File: src/core/csdf_regs.svh
// constants for the clock select, divide and fanout block
//
// Contract
// - source select high routes differential reference, low routes the test-clock selector
// - test selector passes first test clock when low, second when high
// - each bank divider select high halves the clock, low passes it undivided
// - reset/disable low: all fifteen outputs actively driven with their clock
// - reset/disable high: divider flops held reset, every output high impedance
// - fifteen outputs in four banks of two, three, four and six
// - full and half rate outputs derived from one source, retimed together
// - undriven controls default low; test clocks and inverted reference default high
`ifndef CSDF_REGS_SVH
`define CSDF_REGS_SVH

// bank widths
`define CSDF_BANK_A_W 2
`define CSDF_BANK_B_W 3
`define CSDF_BANK_C_W 4
`define CSDF_BANK_D_W 6
`define CSDF_NUM_BANKS 4

// flat output vector: total width and first bit of each bank
`define CSDF_OUT_W 15
`define CSDF_BANK_A_LO 0
`define CSDF_BANK_B_LO 2
`define CSDF_BANK_C_LO 5
`define CSDF_BANK_D_LO 9

// bit positions in pin_driven_i and in the synchronised pin vector
`define CSDF_PIN_W 11
`define CSDF_PIN_REF_P 0
`define CSDF_PIN_REF_N 1
`define CSDF_PIN_TEST0 2
`define CSDF_PIN_TEST1 3
`define CSDF_PIN_DIV_A 4
`define CSDF_PIN_CHOOSE 8
`define CSDF_PIN_SRC 9
`define CSDF_PIN_RST 10

// level an undriven pin settles to: pull-ups on ref_n and both test clocks
`define CSDF_PIN_DEFAULT 11'h00e

`endif

File: src/core/csdf_pkg.sv
// types shared by the clock select, divide and fanout block
package csdf_pkg;
  typedef enum logic [1:0] {
    csdf_src_test0,
    csdf_src_test1,
    csdf_src_diff
  } csdf_src_e;
endpackage

File: src/core/csdf_bank.sv
// one output bank: optional halving flop and retimed tri-state outputs
`timescale 1ns/1ps
`include "csdf_regs.svh"
module csdf_bank
  import csdf_pkg::*;
#(
  parameter int WIDTH = 2
) (
  input  wire logic             clock_i,
  input  wire logic             rst_n_i,
  input  wire logic             rise_i,
  input  wire logic             level_i,
  input  wire logic             div_sel_i,
  input  wire logic             disable_i,
  output logic      [WIDTH-1:0] out_o,
  output logic      [WIDTH-1:0] oe_o
);
  logic half;

  // halving flop, held low while disabled so all banks restart in phase
  always_ff @(posedge clock_i or negedge rst_n_i) begin
    if (!rst_n_i) begin
      half <= 1'b0;
    end else if (disable_i) begin
      half <= 1'b0;
    end else if (rise_i) begin
      half <= ~half;
    end
  end

  // both rates leave through the same register stage, keeping edges aligned
  always_ff @(posedge clock_i or negedge rst_n_i) begin
    if (!rst_n_i) begin
      out_o <= '0;
      oe_o  <= '0;
    end else if (disable_i) begin
      out_o <= '0;
      oe_o  <= '0;
    end else begin
      out_o <= {WIDTH{div_sel_i ? (rise_i ? ~half : half) : level_i}};
      oe_o  <= '1;
    end
  end
endmodule

File: src/core/csdf_top.sv
// clock select, divide and fanout: pin sampling, source select, four banks
`timescale 1ns/1ps
`include "csdf_regs.svh"
module csdf_top
  import csdf_pkg::*;
(
  input  wire logic                       clock_i,
  input  wire logic                       arst_n_i,
  input  wire logic                       diff_ref_clk_p_i,
  input  wire logic                       diff_ref_clk_n_i,
  input  wire logic [1:0]                 test_clk_in_i,
  input  wire logic [3:0]                 bank_div_select_i,
  input  wire logic                       test_clk_choose_i,
  input  wire logic                       diff_ref_choose_i,
  input  wire logic                       reset_out_disable_i,
  input  wire logic [`CSDF_PIN_W-1:0]     pin_driven_i,
  output logic      [`CSDF_BANK_A_W-1:0]  bank_a_out_o,
  output logic      [`CSDF_BANK_A_W-1:0]  bank_a_oe_o,
  output logic      [`CSDF_BANK_B_W-1:0]  bank_b_out_o,
  output logic      [`CSDF_BANK_B_W-1:0]  bank_b_oe_o,
  output logic      [`CSDF_BANK_C_W-1:0]  bank_c_out_o,
  output logic      [`CSDF_BANK_C_W-1:0]  bank_c_oe_o,
  output logic      [`CSDF_BANK_D_W-1:0]  bank_d_out_o,
  output logic      [`CSDF_BANK_D_W-1:0]  bank_d_oe_o
);
  logic                   rst_meta;
  logic                   rst_n;
  logic [`CSDF_PIN_W-1:0] pin_raw;
  logic [`CSDF_PIN_W-1:0] pin_meta;
  logic [`CSDF_PIN_W-1:0] pin_sync;
  logic [`CSDF_PIN_W-1:0] driven_meta;
  logic [`CSDF_PIN_W-1:0] driven_sync;
  logic [`CSDF_PIN_W-1:0] pin;
  logic                   diff_level;
  logic                   next_diff_level;
  logic                   sel_level;
  logic                   sel_prev;
  logic                   sel_rise;
  logic                   out_disable;
  csdf_src_e              src;
  logic [`CSDF_OUT_W-1:0] out_all;
  logic [`CSDF_OUT_W-1:0] oe_all;

  // how the block behaves, edge by edge:
  // - every pin, and the mask that says whether it is wired, is sampled
  //   through two flops; data and mask stay in step, so a pin that is
  //   unplugged mid-run falls to its pull level in the same edge as its data
  // - source select, test selector and receiver feed one level; its rising
  //   edges make a one-cycle pulse shared by all four banks
  // - each bank registers either the level or its halving flop, so a bank
  //   follows a pin change three edges later whatever its rate
  // - a sampled source must run below half this clock or its edges are lost;
  //   that is the price of keeping a single clock
  // - while disabled, outputs and output enables read zero and halving flops
  //   sit low, so releasing the disable restarts every halved bank in phase

  ////////////////////////////////////////////////////////////////////////////
  // reset release through two flops
  always_ff @(posedge clock_i or negedge arst_n_i) begin
    if (!arst_n_i) begin
      rst_meta <= 1'b0;
      rst_n    <= 1'b0;
    end else begin
      rst_meta <= 1'b1;
      rst_n    <= rst_meta;
    end
  end

  ////////////////////////////////////////////////////////////////////////////
  // gather the pins; every one comes from outside the clock domain
  assign pin_raw = {reset_out_disable_i, diff_ref_choose_i, test_clk_choose_i, bank_div_select_i,
                    test_clk_in_i, diff_ref_clk_n_i, diff_ref_clk_p_i};

  // two-flop synchroniser; the first stage feeds only the second
  // the wired mask takes the same two stages so it never runs ahead of the data
  always_ff @(posedge clock_i or negedge rst_n) begin
    if (!rst_n) begin
      pin_meta    <= `CSDF_PIN_DEFAULT;
      pin_sync    <= `CSDF_PIN_DEFAULT;
      driven_meta <= '0;
      driven_sync <= '0;
    end else begin
      pin_meta    <= pin_raw;
      pin_sync    <= pin_meta;
      driven_meta <= pin_driven_i;
      driven_sync <= driven_meta;
    end
  end

  // an unconnected pin reads as its pull level
  assign pin = (pin_sync & driven_sync) | (`CSDF_PIN_DEFAULT & ~driven_sync);

  ////////////////////////////////////////////////////////////////////////////
  // differential receiver: a common-mode input (both legs equal) holds the last level
  assign next_diff_level = (pin[`CSDF_PIN_REF_P] != pin[`CSDF_PIN_REF_N]) ? pin[`CSDF_PIN_REF_P] : diff_level;

  always_ff @(posedge clock_i or negedge rst_n) begin
    if (!rst_n) begin
      diff_level <= 1'b0;
    end else begin
      diff_level <= next_diff_level;
    end
  end

  // source decode: the reference path overrides the test selector
  always_comb begin
    if (pin[`CSDF_PIN_SRC]) begin
      src = csdf_src_diff;
    end else if (pin[`CSDF_PIN_CHOOSE]) begin
      src = csdf_src_test1;
    end else begin
      src = csdf_src_test0;
    end
  end

  always_comb begin
    unique case (src)
      csdf_src_test0: begin
        sel_level = pin[`CSDF_PIN_TEST0];
      end
      csdf_src_test1: begin
        sel_level = pin[`CSDF_PIN_TEST1];
      end
      csdf_src_diff: begin
        sel_level = next_diff_level;
      end
      default: begin
        sel_level = 1'b0;
      end
    endcase
  end

  ////////////////////////////////////////////////////////////////////////////
  // one edge detector shared by all banks, so every rate follows the same source
  always_ff @(posedge clock_i or negedge rst_n) begin
    if (!rst_n) begin
      sel_prev <= 1'b0;
    end else begin
      sel_prev <= sel_level;
    end
  end

  assign sel_rise    = sel_level & ~sel_prev;
  assign out_disable = pin[`CSDF_PIN_RST];

  ////////////////////////////////////////////////////////////////////////////
  // bank geometry: width of each bank in the flat output vectors
  function automatic int bank_width(input int idx);
    int w;
    w = 0;
    case (idx)
      0: begin
        w = `CSDF_BANK_A_W;
      end
      1: begin
        w = `CSDF_BANK_B_W;
      end
      2: begin
        w = `CSDF_BANK_C_W;
      end
      3: begin
        w = `CSDF_BANK_D_W;
      end
      default: begin
        w = 0;
      end
    endcase
    return w;
  endfunction

  // bank geometry: first bit of each bank in the flat output vectors
  function automatic int bank_base(input int idx);
    int lo;
    lo = 0;
    case (idx)
      0: begin
        lo = `CSDF_BANK_A_LO;
      end
      1: begin
        lo = `CSDF_BANK_B_LO;
      end
      2: begin
        lo = `CSDF_BANK_C_LO;
      end
      3: begin
        lo = `CSDF_BANK_D_LO;
      end
      default: begin
        lo = 0;
      end
    endcase
    return lo;
  endfunction

  // divide select of one bank; one pin per bank, bank A lowest
  function automatic logic bank_halve(input logic [`CSDF_PIN_W-1:0] p, input int idx);
    return p[`CSDF_PIN_DIV_A + idx];
  endfunction

  ////////////////////////////////////////////////////////////////////////////
  // four banks of two, three, four and six outputs, end to end in one vector;
  // all see the same rise pulse and level, so a 1X bank and a halved bank
  // change in the same register stage
  for (genvar b = 0; b < `CSDF_NUM_BANKS; b++) begin : g_bank
    csdf_bank #(.WIDTH(bank_width(b))) u_bank (
      .clock_i   (clock_i),
      .rst_n_i   (rst_n),
      .rise_i    (sel_rise),
      .level_i   (sel_level),
      .div_sel_i (bank_halve(pin, b)),
      .disable_i (out_disable),
      .out_o     (out_all[bank_base(b) +: bank_width(b)]),
      .oe_o      (oe_all[bank_base(b) +: bank_width(b)])
    );
  end

  // fan the flat vectors back out to the bank ports
  assign bank_a_out_o = out_all[`CSDF_BANK_A_LO +: `CSDF_BANK_A_W];
  assign bank_a_oe_o  = oe_all[`CSDF_BANK_A_LO +: `CSDF_BANK_A_W];
  assign bank_b_out_o = out_all[`CSDF_BANK_B_LO +: `CSDF_BANK_B_W];
  assign bank_b_oe_o  = oe_all[`CSDF_BANK_B_LO +: `CSDF_BANK_B_W];
  assign bank_c_out_o = out_all[`CSDF_BANK_C_LO +: `CSDF_BANK_C_W];
  assign bank_c_oe_o  = oe_all[`CSDF_BANK_C_LO +: `CSDF_BANK_C_W];
  assign bank_d_out_o = out_all[`CSDF_BANK_D_LO +: `CSDF_BANK_D_W];
  assign bank_d_oe_o  = oe_all[`CSDF_BANK_D_LO +: `CSDF_BANK_D_W];
endmodule

File: config.mk
export PLATFORM = sky130hd
export DESIGN_NAME = csdf_top
export DESIGN_NICKNAME = d
export VERILOG_FILES = /design/src/core/csdf_pkg.sv /design/src/core/csdf_bank.sv /design/src/core/csdf_top.sv
export VERILOG_INCLUDE_DIRS = /design/src /design/src/core
export SDC_FILE = /design/constraint.sdc
export NUM_CORES = 1
export LEC_CHECK = 0
export BUFFER_PORTS_ARGS = -buffer_cell sky130_fd_sc_hd__buf_4
export CORE_ASPECT_RATIO = 1.4
export CORE_UTILIZATION = 27
export CTS_CLUSTER_SIZE = 24
export DETAILED_ROUTE_END_ITERATION = 10
export GPL_ROUTABILITY_DRIVEN = 0
export SYNTH_ARGS = -nofsm -noshare
export SYNTH_HDL_FRONTEND = slang
export SYNTH_SLANG_ARGS = --single-unit
File: constraint.sdc
create_clock -name clock_i -period 3.6 [get_ports clock_i]
set_input_delay 0 -clock clock_i [delete_from_list [all_inputs] [get_ports clock_i]]
set_output_delay 0 -clock clock_i [all_outputs]
set_load 0.01 [all_outputs]
Word level (Yosys, flattened, before mapping)
Index checks and enable logic that the tools add are counted.

Bits in registers: 82. Bits of input ports: 24. Word-level logic and storage cells: 57.

Equal/unequal tests: 3. Multiplexer cells: 24. Bitwise gates (word level): 9. Reduce and logical (&&, ||, !) cells: 1.

Operators with widths (number): 1-bit 2-to-1 mux (14); 6-bit 2-to-1 mux (2); 11-bit bitwise AND (1); 11-bit by 4-bit OR with 11-bit output (1); 4-bit 2-to-1 mux (2); 2-bit 2-to-1 mux (3); 3-bit 2-to-1 mux (2); 1-bit NOT (5); 4-bit NOT (1); 1-bit one-hot mux with 3 select lines (1); 2-bit by 1-bit == test with 1-bit output, second input constant (1); 2-bit == test, second input constant (1); 2-bit zero test (1); 1-bit bitwise AND (1); 1-bit inequality test (1).

Depth between registers and ports, before layout
Depth in word-level cells: 10. Gate-level depth with buffers: 4.

Cells and area by module
From an unflattened synthesis, not the netlist that was laid out.

Cells, all modules: 121. Area, all modules: 1921.8 µm².

Modules (own cells, without submodules): csdf_top (instances 1, cells an instance 67, area an instance 1326.3 µm², seq. area each 1208.7 µm²); csdf_bank at g_bank[3].u_bank (instances 1, cells an instance 18, area an instance 182.7 µm², seq. area each 75.1 µm²); csdf_bank at g_bank[2].u_bank (instances 1, cells an instance 14, area an instance 152.6 µm², seq. area each 75.1 µm²); csdf_bank at g_bank[1].u_bank (instances 1, cells an instance 12, area an instance 137.6 µm², seq. area each 75.1 µm²); csdf_bank at g_bank[0].u_bank (instances 1, cells an instance 10, area an instance 122.6 µm², seq. area each 75.1 µm²).

Worst setup path before layout
Ideal clock, no wire load.

Path type: reg2reg. Start point: register pin_sync[3]. End point: register g_bank[0].u_bank.half. Library setup time: 0.079 ns. Data arrival time: 1.531 ns. Required time: 3.521 ns. Path slack: 1.989 ns. Stages on the path, launching flop included: 5. Buffers on the path: 0. Cell sequence: dfstp_2 -> and4b_1 -> a31o_4 -> a221oi_4 -> mux2i_1.

Cells in the longest elaborated chain, start to end: 6.

RTL lines: start: declaration (line csdf_top.sv:30) `` logic [`CSDF_PIN_W-1:0] pin_sync; ``; start signal: assignment (line csdf_top.sv:79) `` pin_sync <= `CSDF_PIN_DEFAULT; ``; start signal: assignment (line csdf_top.sv:84) `pin_sync <= pin_meta;`; 11-bit bitwise AND (line csdf_top.sv:91) `` assign pin = (pin_sync & driven_sync) | (`CSDF_PIN_DEFAULT & ~driven_sync); ``; 11-bit by 4-bit OR with 11-bit output (line csdf_top.sv:91); 1-bit one-hot mux with 3 select lines (line csdf_top.sv:117) `unique case (src)`; 1-bit bitwise AND (line csdf_top.sv:143) `assign sel_rise = sel_level & ~sel_prev;`; 1-bit 2-to-1 mux (2 in a row); end signal: assignment (line csdf_bank.sv:27) `half <= ~half;`; end: declaration (line csdf_bank.sv:18) `logic half;`.

No other way between the ends.

Final worst setup path
Start point: register pin_sync[3]. End point: register g_bank[2].u_bank.half.

Cells in the longest elaborated chain, start to end: 6.

RTL lines (line): 11-bit bitwise AND (csdf_top.sv:91); 11-bit by 4-bit OR with 11-bit output (csdf_top.sv:91); 1-bit one-hot mux with 3 select lines (csdf_top.sv:117); 1-bit bitwise AND (csdf_top.sv:143); 1-bit 2-to-1 mux (2 in a row); end signal: assignment (csdf_bank.sv:27); end: declaration (csdf_bank.sv:18).

No other way between the ends.

==> results.py <==
metrics = {
    "clock_network": {
        "cts_tree": "built",
        "cts_buffers": 9,
        "holdBufCountCts": 24,
        "worstSkewPairLatency_ns": 0.32,
        "clockRootBuffer": "clkbuf_8",
        "clk_pin_slew_ns": 0.06,
        "h-tree-depth": 3,
        "clk_path_buf_depth": 2,
        "cts_setup_buffers": 0,
        "post_cts_resized": 0,
        "cts_sinks": 57,
    },
    "final_layout": {
        "syn_to_final_growth_pct": 39.3,
        "fin_area_mm2": 0.00267,
        "antenna_cells": 0,
        "final_nets": 212,
        "drive_gt1_share_pct": 39.4,
        "fin_cells": 285,
        "postLayoutCoreUtil_pct": 39.8,
    },
    "sta": {
        "slew_headroom_pct": 26.2,
        "rsz0062_at_grt": "no",
        "setup_ws_ns": 1.87,
        "finalHoldViolCount": 0,
        "period_minus_slack_ns": 1.73,
        "drv_slew": 0,
        "fmax_ghz": 0.577,
        "fin_tns_setup_ns": 0,
        "worst_pin_slew_ns": 1.11,
        "finalClockSkew_ns": 0.00549,
        "timing.final.crit_share_pct": 48.2,
        "setup_violations": 0,
    },
    "detailed_routing": {
        "drt-vias-per-instance": 3.79,
        "drc": 0,
        "dr.pass1.iters": 2,
        "top_layer_used": "met4",
        "drt_first_iter_violations": 10,
        "m1WireLength_mm": 1.08,
        "num_vias": 1080,
        "route.met3.wl_um": 175,
        "routedWlPerCell_um": 9.64,
        "routed_wl_mm": 2.75,
        "dr_wl_met2_mm": 1.40,
        "detail-route-antenna-nets": 0,
    },
    "pwr": {
        "seqPwrFrac_pct": 50.7,
        "power_leakage_nw": 1.24,
        "combPwrFrac_pct": 10.8,
        "p_int_mw": 1.12,
        "swShare_pct": 22.2,
        "ir_drop_uv": 313,
        "p_sw_mw": 0.321,
        "power_density_mw_per_mm2": 542,
        "pwr-share-clk_pct": 38.5,
    },
    "floorplanning": {
        "num_io_pins": 54,
        "dieArea_mm2": 0.00743,
        "die_w_um": 73.1,
        "rows": 35,
        "die_y_um": 102,
        "initial_core_util_pct": 28.6,
        "coreArea_mm2": 0.00670,
    },
    "yosys": {
        "synthArstFlopShare_pct": 100,
        "syn_area_mm2": 0.00191,
        "avgSynthCellArea_um2": 15.2,
        "syn_nets": 150,
        "synth_top_area_share_pct": 66.7,
        "synth-seq-cells": 57,
        "synthTopCellsByArea": "dfrtp_1 67%, buf_4 9.8%, dfstp_2 8.2%",
        "synth.yosys.seq_area_share_pct": 75.0,
        "synthCells": 126,
        "ys_warn_count": 0,
        "synth_cell_types": 18,
        "synth.most_common_cell": "dfrtp_1",
        "ys.flop_type": "dfrtp_1",
        "synth_top_area_cell": "dfrtp_1",
        "synth_top_cells_by_count": "51 x dfrtp_1, 25 x buf_4, 13 x nand2_1, 6 x dfstp_2, 5 x o211ai_1",
        "synth_edf_count": 0,
    },
    "placed_design": {
        "placed_cell_area_mm2": 0.00224,
        "port_buffers": 53,
        "place_ws_ns": 1.85,
        "dp.cells": 245,
        "dp_hpwl_mm": 1.71,
    },
    "grt": {
        "grt_pass1_vias": 1002,
        "antenna_found_initial": 0,
        "grt_usage_pct": 8.89,
        "grt_first_pass_wirelength_mm": 4.53,
        "grt_overflow": 0,
        "grt_start_max_net_pins": 56,
    },
    "worst_setup_path": {
        "max_stage_delay_ns": 0.51,
        "critPathTopFamily": "compound AO/OA/AOI/OAI gates",
        "crit_chain": "and4b_1, a31o_4, a221oi_4, mux2i_1",
        "worst-path-buf-inv": 0,
        "worstSetupEndpointType": "register",
        "r2r_cells": 4,
        "cp_max_fo": 8,
        "required_ns": 3.85,
        "crit_arrival_ns": 1.98,
        "path_depth": 4,
        "startpoint_type": "register",
        "crit_type": "reg2reg",
        "cp_slowest_cell": "dfstp_2",
    },
    "min_path": {
        "min_delay_path_depth": 2,
        "min_path_type": "in2reg",
    },
    "flow_run": {
        "drv_cap": 0,
    },
    "run_status": {
        "status": "completed",
    },
}
-- layout by cell type (no fill, tap or decap) --
| master | count |
|---|---|
| a22o_2 | 1 |
| mux2i_1 | 4 |
| dfrtp_1 | 50 |
| nor2b_1 | 1 |
| a31o_4 | 1 |
| a221oi_4 | 1 |
| clkinv_2 | 2 |
| clkbuf_1 | 3 |
| o211ai_1 | 5 |
| conb_1 | 1 |
| nand2_1 | 13 |
| o22ai_1 | 4 |
| dlygate4sd3_1 | 24 |
| bufinv_16 | 1 |
| dfrtp_2 | 1 |
| clkbuf_8 | 10 |
| buf_4 | 53 |
| nand2b_1 | 4 |
| a21oi_1 | 1 |
| inv_1 | 2 |
| nand4_1 | 4 |
| and4b_1 | 1 |
| dfstp_2 | 6 |
-- logic make-up (layout without fill, tap and decap cells) --
family | Yosys count | in the layout | share of synthesized area (%)
other | 1 | 1 | 0.196
buffers and inverters | 28 | 95 | 10.4
AO/OA/AOI/OAI | 13 | 13 | 6.34
flip-flops | 57 | 57 | 75.0
AND/OR/NAND/NOR | 23 | 23 | 6.02
multiplexers | 4 | 4 | 2.09
-- power by group through the flow --
stage / logic, mW / clock network, mW / registers [mW]
finish: 0.157 / 0.557 / 0.732
global route: 0.171 / 0.609 / 0.742
CTS: 0.159 / 0.575 / 0.734
detailed placement: 0.138 / 0 / 0.745
global placement: 0.135 / 0 / 0.743
floorplan: 0.0951 / 0 / 0.737
-- through the flow --
stage                     hold slack, ns  power (mW)
after floorplan                   -0.296       0.833
after global placement            -0.216       0.878
after detailed placement          -0.214       0.883
after CTS                          0.299        1.47
after global routing               0.303        1.52
final                              0.321        1.45
-- layer usage --
metal / up-vias / global-route usage, %
li1: 519 / -
met1: 509 / 9.48
met2: 43 / 13.1
met3: 9 / 3.58
met4: 0 / 8.60
met5: - / 0
-- sequential cells by signal, indices dropped and copies added, names as in the netlist --
signal and cells:
g_bank.u_bank.half 4, pin_meta 11, driven_meta 11, g_bank.u_bank.oe_o 1, g_bank.u_bank.out_o 4, rst_n 1, sel_prev 1, driven_sync 11
diff_level 1, rst_meta 1, pin_sync 11
-- worst reg2reg max path, cell delays in order, from the launching register on --
cell and delay [ns]:
dfstp_2 0.51, and4b_1 0.19, a31o_4 0.22, a221oi_4 0.50, mux2i_1 0.24
-- area by class of cell --
type | count | area (um^2)
inverters | 2 | 7.51
clock inverters | 3 | 40.0
flip-flops and latches | 57 | 1440
well taps | 92 | 115
repair buffers | 77 | 638
clock buffers | 13 | 149
multi-input cells | 41 | 280
fillers | 634 | 4040
-- final timing paths --
| path | start | endpoint | slack, ns |
|---|---|---|---|
| worst min-delay path | pin_driven_i[4] | driven_meta[4] | 0.32 |
| min in group asynchronous | rst_n | pin_sync[8] | 0.49 |
| worst max register to register | pin_sync[3] | g_bank[2].u_bank.half | 1.87 |
| worst max-delay path | pin_sync[3] | g_bank[2].u_bank.half | 1.87 |
| worst min register to register | pin_meta[6] | pin_sync[6] | 0.34 |
| max in group asynchronous | rst_n | driven_meta[10] | 2.44 |
Power figures use the tool's default switching activity.
